**src/inc/supervisor_pkg.sv**
```systemverilog
// constants shared by the supply supervisor and watchdog
package supervisor_pkg;
    // clock rate
    localparam real CLK_MHZ = 25.0; // clk_in rate in MHz
    localparam int TW = 22; // timer width, holds the longest window
    // times in their printed units
    localparam real STARTUP_HOLD_MS = 16.5; // hold after supply good
    localparam real IGNORE_WINDOW_MS = 16.0; // trigger edges ignored
    localparam real TRIGGER_WINDOW_MS = 96.0; // fixed trigger window
    localparam real FAULT_PULSE_MS = 8.0; // low pulse on watchdog fault
    localparam real DISABLE_FILTER_US = 500.0; // disable level dead time
    localparam real REACTION_DELAY_US = 10.0; // undervoltage reaction delay
    localparam real DIP_BLANKING_US = 7.0; // dips shorter than this are ignored
    // cycle counts derived from the times
    localparam int STARTUP_HOLD_CYC = int'(STARTUP_HOLD_MS * 1000.0 * CLK_MHZ);
    localparam int IGNORE_WINDOW_CYC = int'(IGNORE_WINDOW_MS * 1000.0 * CLK_MHZ);
    localparam int TRIGGER_WINDOW_CYC = int'(TRIGGER_WINDOW_MS * 1000.0 * CLK_MHZ);
    localparam int FAULT_PULSE_CYC = int'(FAULT_PULSE_MS * 1000.0 * CLK_MHZ);
    localparam int DISABLE_FILTER_CYC = int'(DISABLE_FILTER_US * CLK_MHZ);
    localparam int REACTION_DELAY_CYC = int'(REACTION_DELAY_US * CLK_MHZ);
    localparam int DIP_BLANKING_CYC = int'($ceil(DIP_BLANKING_US * CLK_MHZ));
    // synchroniser lanes
    localparam int SYN_GOOD = 0; // supply above rising level
    localparam int SYN_LOW = 1; // supply below falling level
    localparam int SYN_TRIG = 2; // trigger input level
    localparam int SYN_DIS = 3; // trigger input in disable band
    localparam int SYN_N = 4; // number of lanes
    localparam logic [SYN_N-1:0] SYN_RESET = 4'h0; // synchroniser reset value
    // watchdog states, one-hot
    typedef enum logic [4:0] {
        ST_HOLD = 5'h01, // output low, startup hold
        ST_IGNORE = 5'h02, // ignore window
        ST_TRIGGER = 5'h04, // trigger window
        ST_FAULT = 5'h08, // watchdog fault low pulse
        ST_DISABLED = 5'h10 // watchdog deactivated
    } wd_state_e;
endpackage : supervisor_pkg

```
**src/rtl/supply_supervisor_watchdog.sv**
```systemverilog
// supply supervisor with timeout watchdog on one combined fault output
`timescale 1ns/1ns
// Operation
// - hold output low 16.5 ms after supply good
// - good above rising level, fault below falling
// - undervoltage pulls low after reaction delay, blanks dips
// - ignore window starts at release, edges ignored
// - ignore window expiry opens trigger window
// - falling trigger edge restarts trigger window
// - no edge before expiry pulls output low
// - all timing from own clock only
// - undervoltage and watchdog share one low output
// - ignore window lasts 16 ms
// - trigger window fixed at 96 ms
// - watchdog fault low pulse lasts 8 ms
// - filtered disable level deactivates, leaving reactivates
module supply_supervisor_watchdog
    import supervisor_pkg::*;
#(
    parameter int STARTUP_CYC = STARTUP_HOLD_CYC, // startup hold cycles
    parameter int IGNORE_CYC = IGNORE_WINDOW_CYC, // ignore window cycles
    parameter int TRIGGER_CYC = TRIGGER_WINDOW_CYC, // trigger window cycles
    parameter int FAULT_CYC = FAULT_PULSE_CYC, // fault pulse cycles
    parameter int FILTER_CYC = DISABLE_FILTER_CYC // disable filter cycles
) (
    input wire logic clk_in, // 25 MHz internal oscillator clock
    input wire logic rst_n_in, // async reset, active low
    input wire logic supply_good_in, // comparator: supply above rising level
    input wire logic supply_low_in, // comparator: supply below falling level
    input wire logic trigger_in, // trigger input level from controller
    input wire logic disable_level_in, // comparator: trigger input in disable band
    output logic combined_fault_n_out, // combined fault output level, low = fault
    output logic combined_fault_oe_out // high while the output pulls low
);
    localparam logic [TW-1:0] STARTUP_LIM = TW'(STARTUP_CYC); // sized limits
    localparam logic [TW-1:0] IGNORE_LIM = TW'(IGNORE_CYC);
    localparam logic [TW-1:0] TRIGGER_LIM = TW'(TRIGGER_CYC);
    localparam logic [TW-1:0] FAULT_LIM = TW'(FAULT_CYC);
    localparam logic [TW-1:0] FILTER_LIM = TW'(FILTER_CYC);
    localparam logic [TW-1:0] REACT_LIM = TW'(REACTION_DELAY_CYC);
    localparam int REACT_N = REACTION_DELAY_CYC; // helper bound for checks

    ////////////////////////////////////////////////////////////////
    // declarations
    logic [SYN_N-1:0] sync1_q; // first synchroniser stage, read by stage two only
    logic [SYN_N-1:0] sync2_q; // second synchroniser stage
    logic trig_prev_q; // trigger level one cycle back
    logic good_q; // supply judged good, with hysteresis
    logic good_d; // next supply judgement
    wd_state_e st_q; // watchdog state
    wd_state_e st_d; // next watchdog state
    logic fault_n_d; // next combined output level
    logic fall_edge; // falling trigger edge seen
    logic uv_fault; // qualified undervoltage
    logic tmr_done; // current window elapsed
    logic tmr_clr; // restart window timer
    logic tmr_run; // window timer counts
    logic [TW-1:0] tmr_lim; // window length for current state
    logic dis_mismatch; // disable level differs from current mode
    logic dis_done; // disable level change held for filter time
    logic retrig; // trigger window restart
    logic dis_flip; // entering or leaving the disabled mode this cycle

    ////////////////////////////////////////////////////////////////
    // two-flop synchronisers on all pin inputs
    always_ff @(posedge clk_in or negedge rst_n_in) begin
        if (!rst_n_in) begin
            sync1_q <= SYN_RESET;
            sync2_q <= SYN_RESET;
            trig_prev_q <= 1'b0;
        end else begin
            sync1_q <= {disable_level_in, trigger_in, supply_low_in, supply_good_in};
            sync2_q <= sync1_q;
            trig_prev_q <= sync2_q[SYN_TRIG];
        end
    end

    // only high-to-low counts; a trigger line parked in the disable band is not an edge
    assign fall_edge = trig_prev_q && !sync2_q[SYN_TRIG] && !sync2_q[SYN_DIS];

    ////////////////////////////////////////////////////////////////
    // undervoltage qualification: low must persist for the reaction delay,
    // which is longer than the blanking time, so short dips never reach the fsm
    window_timer #(.W(TW)) u_uv_timer (
        .clk_in(clk_in),
        .rst_n_in(rst_n_in),
        .clear_in(!sync2_q[SYN_LOW]),
        .run_in(sync2_q[SYN_LOW]),
        .limit_in(REACT_LIM),
        .expired_out(uv_fault)
    );

    // hysteresis: set above rising level, cleared only by a qualified fall
    assign good_d = uv_fault ? 1'b0 : (sync2_q[SYN_GOOD] ? 1'b1 : good_q);

    always_ff @(posedge clk_in or negedge rst_n_in) begin
        if (!rst_n_in) begin
            good_q <= 1'b0;
        end else begin
            good_q <= good_d;
        end
    end

    ////////////////////////////////////////////////////////////////
    // disable band filter: any change of mode needs the level held steady
    assign dis_mismatch = sync2_q[SYN_DIS] ^ (st_q == ST_DISABLED);
    // the filter flag is registered, so it would still read expired on the first cycle
    // of the new mode and bounce straight back; a mode change restarts the filter
    assign dis_flip = (st_d == ST_DISABLED) != (st_q == ST_DISABLED);

    window_timer #(.W(TW)) u_dis_timer (
        .clk_in(clk_in),
        .rst_n_in(rst_n_in),
        .clear_in(!dis_mismatch || (st_q == ST_HOLD) || dis_flip),
        .run_in(dis_mismatch),
        .limit_in(FILTER_LIM),
        .expired_out(dis_done)
    );

    ////////////////////////////////////////////////////////////////
    // window timer, one counter shared by all states
    always_comb begin
        case (st_q)
            ST_HOLD: tmr_lim = STARTUP_LIM;
            ST_IGNORE: tmr_lim = IGNORE_LIM;
            ST_TRIGGER: tmr_lim = TRIGGER_LIM;
            ST_FAULT: tmr_lim = FAULT_LIM;
            default: tmr_lim = TRIGGER_LIM;
        endcase
    end

    assign retrig = (st_q == ST_TRIGGER) && fall_edge && (st_d == ST_TRIGGER);
    assign tmr_clr = (st_d != st_q) || retrig;
    // the hold only counts while the supply is good; it restarts on every fall
    assign tmr_run = (st_q != ST_HOLD) || good_q;

    // timebase is clk_in alone; the trigger input never clocks anything
    window_timer #(.W(TW)) u_win_timer (
        .clk_in(clk_in),
        .rst_n_in(rst_n_in),
        .clear_in(tmr_clr || ((st_q == ST_HOLD) && !good_q)),
        .run_in(tmr_run),
        .limit_in(tmr_lim),
        .expired_out(tmr_done)
    );

    ////////////////////////////////////////////////////////////////
    // watchdog state machine; undervoltage overrides everything
    always_comb begin
        st_d = st_q;
        case (st_q)
            ST_HOLD: begin
                if (good_q && tmr_done) begin
                    st_d = ST_IGNORE; // release starts the ignore window
                end
            end
            ST_IGNORE: begin
                if (dis_done) begin
                    st_d = ST_DISABLED;
                end else if (tmr_done) begin
                    st_d = ST_TRIGGER; // edges before this point are dropped
                end
            end
            ST_TRIGGER: begin
                if (dis_done) begin
                    st_d = ST_DISABLED;
                end else if (tmr_done && !fall_edge) begin
                    st_d = ST_FAULT;
                end
            end
            ST_FAULT: begin
                if (tmr_done) begin
                    st_d = ST_IGNORE;
                end
            end
            ST_DISABLED: begin
                if (dis_done) begin
                    st_d = ST_IGNORE; // leaving the band restarts supervision
                end
            end
            default: st_d = ST_HOLD;
        endcase
        if (uv_fault || !good_q) begin
            st_d = ST_HOLD;
        end
    end

    // both causes drive the one output low
    assign fault_n_d = (st_d != ST_HOLD) && (st_d != ST_FAULT);

    always_ff @(posedge clk_in or negedge rst_n_in) begin
        if (!rst_n_in) begin
            st_q <= ST_HOLD;
            combined_fault_n_out <= 1'b0;
            combined_fault_oe_out <= 1'b1;
        end else begin
            st_q <= st_d;
            combined_fault_n_out <= fault_n_d;
            combined_fault_oe_out <= !fault_n_d;
        end
    end

    ////////////////////////////////////////////////////////////////
    // checks
    logic [TW-1:0] low_run_q; // consecutive synchronised low cycles, helper only

    always_ff @(posedge clk_in or negedge rst_n_in) begin
        if (!rst_n_in) begin
            low_run_q <= '0;
        end else begin
            low_run_q <= sync2_q[SYN_LOW] ? low_run_q + 1'b1 : '0;
        end
    end
endmodule : supply_supervisor_watchdog

```
**src/rtl/window_timer.sv**
```systemverilog
// up counter that flags when a programmed number of cycles has elapsed
`timescale 1ns/1ns
module window_timer #(
    parameter int W = 22 // counter width
) (
    input wire logic clk_in, // system clock
    input wire logic rst_n_in, // async reset, active low
    input wire logic clear_in, // restart from zero
    input wire logic run_in, // count this cycle
    input wire logic [W-1:0] limit_in, // cycles to elapse
    output logic expired_out // high once limit cycles have run
);
    logic [W-1:0] count_q; // elapsed cycles
    logic [W-1:0] count_d; // next elapsed cycles
    logic at_limit; // count has reached the limit

    assign at_limit = (count_q >= limit_in);
    // clear wins over counting; the count saturates at the limit
    assign count_d = clear_in ? '0 : ((run_in && !at_limit) ? count_q + 1'b1 : count_q);

    ////////////////////////////////////////////////////////////////
    // counter and registered flag
    always_ff @(posedge clk_in or negedge rst_n_in) begin
        if (!rst_n_in) begin
            count_q <= '0;
            expired_out <= 1'b0;
        end else begin
            count_q <= count_d;
            expired_out <= (count_d >= limit_in);
        end
    end
endmodule : window_timer

```
**config.mk**
```make
export PLATFORM = sky130hd
export DESIGN_NAME = supply_supervisor_watchdog
export DESIGN_NICKNAME = d
export VERILOG_FILES = /design/src/inc/supervisor_pkg.sv /design/src/rtl/supply_supervisor_watchdog.sv /design/src/rtl/window_timer.sv
export SDC_FILE = /design/constraint.sdc
export NUM_CORES = 1
export LEC_CHECK = 0
export BUFFER_PORTS_ARGS = -buffer_cell sky130_fd_sc_hd__buf_2
export CAP_MARGIN = 20
export CORE_MARGIN = 1.5
export CORE_UTILIZATION = 45
export CTS_BUF_LIST = sky130_fd_sc_hd__clkbuf_8 sky130_fd_sc_hd__clkbuf_16
export DETAILED_ROUTE_END_ITERATION = 10
export GPL_ROUTABILITY_DRIVEN = 0
export PLACE_DENSITY_LB_ADDON = 0.3
export SYNTH_ARGS = -nofsm -noshare
export SYNTH_HDL_FRONTEND = slang
export SYNTH_SLANG_ARGS = --single-unit
```
**constraint.sdc**
```tcl
create_clock -name clk_in -period 7.4 [get_ports clk_in]
set_input_delay 1.48 -clock clk_in [delete_from_list [all_inputs] [get_ports clk_in]]
set_output_delay 1.48 -clock clk_in [all_outputs]
set_load 0.005 [all_outputs]
```
==> flow_metrics.env <==
export IMPL_status="completed"
export IMPL_cp_common_cell="nand2_1"
export IMPL_num_vias=3694
export IMPL_gr_usage_all_layers=0.188
export IMPL_holdCritStartpoint="sync1_q[0]"
export IMPL_syn_area_per_cell_um2=9.78
export IMPL_num_io_pins=8
export IMPL_antenna_left=0
export IMPL_vias_per_cell=5.61
export IMPL_synthFlopType="dfrtp_1"
export IMPL_ys_ff_latch=86
export IMPL_dp_hpwl_um=7240
export IMPL_diodes=0
export IMPL_slew_headroom=0.429
export IMPL_synth_async_reset_ratio=1.00
export IMPL_grt_pass1_vias=3663
export IMPL_critical_path_buf_inv_count=1
export IMPL_portBuffers=7
export IMPL_first_pass_iters=4
export IMPL_crit_chain="nor2_1, nand3_1, inv_1, ha_1, nor4b_1, a211oi_1, o31ai_1, and3_1, and3_1, nand2_1, xor2_1, nor2_1, ha_1, a21o_1, a21o_1, a21oi_1, nand2_1, nand2_1, o31ai_2, a2bb2oi_1, o221ai_1"
export IMPL_die_w_um=109
export IMPL_min_path_type="reg2reg"
export IMPL_rows=38
export IMPL_critPathKind="reg2reg"
export IMPL_grt_first_pass_wirelength_um=17200
export IMPL_drive_gt1_frac=0.0886
export IMPL_r2r_start="st_q[1]"
export IMPL_drtIter0Drc=183
export IMPL_cts_root_buf="clkbuf_8"
export IMPL_cts_hold_buf=0
export IMPL_slowest_stage="dfrtp_1"
export IMPL_final_cells=659
export IMPL_cts_buffer_depth=2
export IMPL_nets=554
export IMPL_cts_buffers=9
export IMPL_dieHeight_um=109
export IMPL_worst_endpoint_arrival_ns=5.36
export IMPL_fin_crit_sh=0.692
export IMPL_rsz0062_at_grt="no"
export IMPL_grt_max_degree=72
export IMPL_areaGrowthSynthToFinish_pct=6.20
export IMPL_drc_errors=0
export IMPL_cts_num_sinks=86
export IMPL_worstMarginPinSlew_ns=0.856
export IMPL_crit_fanout=13
export IMPL_irDropWorstVdd_uv=165
export IMPL_r2r_end="u_win_timer.expired_out"
export IMPL_maxCapViolations=0
export IMPL_synth_fp_nets=554
export IMPL_die_area_um2=11800
export IMPL_p_leak_nw=2.44
export IMPL_cts_clk_slew_worst_paths_ns=0.10
export IMPL_antenna_found_initial=0
export IMPL_setup_worst_path_start="st_q[1]"
export IMPL_yosysSeqAreaShare=0.429
export IMPL_dp_cells=643
export IMPL_routedWlPerCell_um=15.5
export IMPL_yosysTopAreaCell="dfrtp_1"
export IMPL_synth_edff_count=0
export IMPL_start_util=0.462
export IMPL_wirelength_um=10200
export IMPL_cp_slowest_stage_delay_ns=0.55
export IMPL_min_path_cells=0
export IMPL_htree_num_levels=3
export IMPL_ys_warnings_count=0
export IMPL_reg2regPathDepth=21
export IMPL_crit_family="simple AND/OR/NAND/NOR gates"
export IMPL_cts_tree="built"
export IMPL_worstSetupEndpointType="register"
export IMPL_postCtsSetupBuffers=0
export IMPL_core_um2=10900
export IMPL_period_needed_ns=5.12
export IMPL_rrSetupSlack_ns=2.28
export IMPL_skew_ns=0.0108
export IMPL_ys_types=72
export IMPL_p_per_area_nw_per_um2=192
export IMPL_startpoint_type="register"
export IMPL_syn_inst=514
export IMPL_fmax_ghz=0.195
export IMPL_grt_overflow=0
export IMPL_synth_top_area_share=0.418
export IMPL_ctsResizeCount=0
export IMPL_yosys_top_cells_area="dfrtp_1 42%, ha_1 8.5%, xnor2_1 4.5%"
export IMPL_cp_data_required_time_ns=7.64
export IMPL_setup_tns_ns=0
export IMPL_whs_endpoint="sync2_q[0]"
export IMPL_setup_violations_final=0
export IMPL_netlist_area_um2=5030
export IMPL_clock_latency_ns=0.37
export IMPL_hold_viol_final=0
export IMPL_final_max_slew_viol_count=0
-- worst register-to-register path: stages, from the launching register on --
cell	delay (ns)
dfrtp_1	0.55
nor2_1	0.44
nand3_1	0.36
inv_1	0.21
ha_1	0.16
nor4b_1	0.23
a211oi_1	0.12
o31ai_1	0.46
and3_1	0.40
and3_1	0.44
nand2_1	0.11
xor2_1	0.13
nor2_1	0.09
ha_1	0.21
a21o_1	0.16
a21o_1	0.17
a21oi_1	0.21
nand2_1	0.09
nand2_1	0.08
o31ai_2	0.06
a2bb2oi_1	0.17
o221ai_1	0.14
-- layout make-up --
cell class	instances	area, um^2
Fill cell	1014	5550
Multi-Input combinational cell	383	2660
Sequential cell	86	2150
Tap cell	140	175
Clock buffer	9	124
Inverter	25	93.8
Clock inverter	7	77.6
Timing Repair Buffer	9	52.6
-- per-stage QoR --
step | util | setup WS, ns | hold slack (ns) | total power, mW | area (um^2)
6_report | 0.490 | 2.28 | 0.360 | 1.02 | 5340
5_1_grt | 0.490 | 1.84 | 0.369 | 1.07 | 5340
4_1_cts | 0.490 | 2.34 | 0.361 | 1.03 | 5340
3_5_place_dp | 0.472 | 2.34 | 0.339 | 0.683 | 5140
3_3_place_gp | 0.472 | 2.53 | 0.334 | 0.680 | 5140
2_1_floorplan | - | 3.27 | 0.331 | 0.632 | 5030
-- registers in the layout, summed over array words and instances, names as in the netlist, 4 cells and up --
| name | cells |
|---|---|
| u_dis_timer.count_q | 22 |
| u_uv_timer.count_q | 22 |
| u_win_timer.count_q | 22 |
| st_q | 5 |
| sync1_q | 4 |
| sync2_q | 4 |
-- cell usage after synthesis, types with 4 or more instances --
cell and instances:
nand2b_1 5, xor2_1 15, a211oi_1 5, nand3_1 17
o21ai_0 11, and3_1 14, nor2_1 59, a21oi_1 13
buf_6 4, clkbuf_1 8, mux2i_1 4, buf_2 4
nand4_1 13, and2_1 21, xnor2_1 26, nand2_1 34
ha_1 34, nor2b_1 16, o21a_1 7, nor4_1 11
nor3_1 7, a31oi_1 6, dfrtp_1 84, inv_1 24
-- how the worst max path moves through the flow --
stage                               to  cells past startpoint  slack, ns
6_report       u_win_timer.expired_out                     21       2.28
2_1_floorplan  u_win_timer.expired_out                     25       3.27
4_1_cts        u_win_timer.expired_out                     20       2.34
3_5_place_dp   u_win_timer.expired_out                     20       2.34
5_1_grt        u_win_timer.expired_out                     19       1.84
3_3_place_gp   u_win_timer.expired_out                     21       2.53
-- report_power, final --
group          internal, mW  switching [mW]  leakage [nW]
logic                0.0639          0.0914          1.18
registers             0.492          0.0310          1.15
clock network         0.161           0.184         0.106
total                 0.717           0.306          2.44
-- routing by layer --
layer / global-route usage / part of all wire / vias to the layer above / wire [um]
li1: - / - / 1818 / -
met1: 0.250 / 0.47 / 1779 / 4780
met2: 0.299 / 0.47 / 81 / 4800
met3: 0.0454 / 0.044 / 16 / 443
met4: 0.0686 / 0.015 / 0 / 153
met5: 0 / 0 / - / 0
-- cell families after synthesis --
logic type               synth area share
AND/OR/NAND/NOR                     0.247
adder cells (fa/ha/maj)            0.0846
AO/OA/AOI/OAI                       0.118
buffers and inverters              0.0421
flip-flops                          0.429
multiplexers                      0.00797
XOR/XNOR                           0.0714
-- layout by cell type (no fill, tap or decap), types with 4 or more instances in the layout --
cell,Yosys,routed
o21a_1,7,7
dfrtp_1,84,84
a31oi_1,6,6
ha_1,34,34
nand4_1,13,13
mux2i_1,4,4
a21oi_1,13,13
nand2_1,34,34
xnor2_1,26,26
o21ai_0,11,11
nand3_1,17,17
buf_2,4,6
a211oi_1,5,5
nor4_1,11,11
xor2_1,15,15
and3_1,14,14
nand2b_1,5,5
nor2_1,59,59
nor2b_1,16,16
and2_1,21,21
clkbuf_8,0,9
inv_1,24,24
nor3_1,7,7
(Power assumes the default switching activity.)
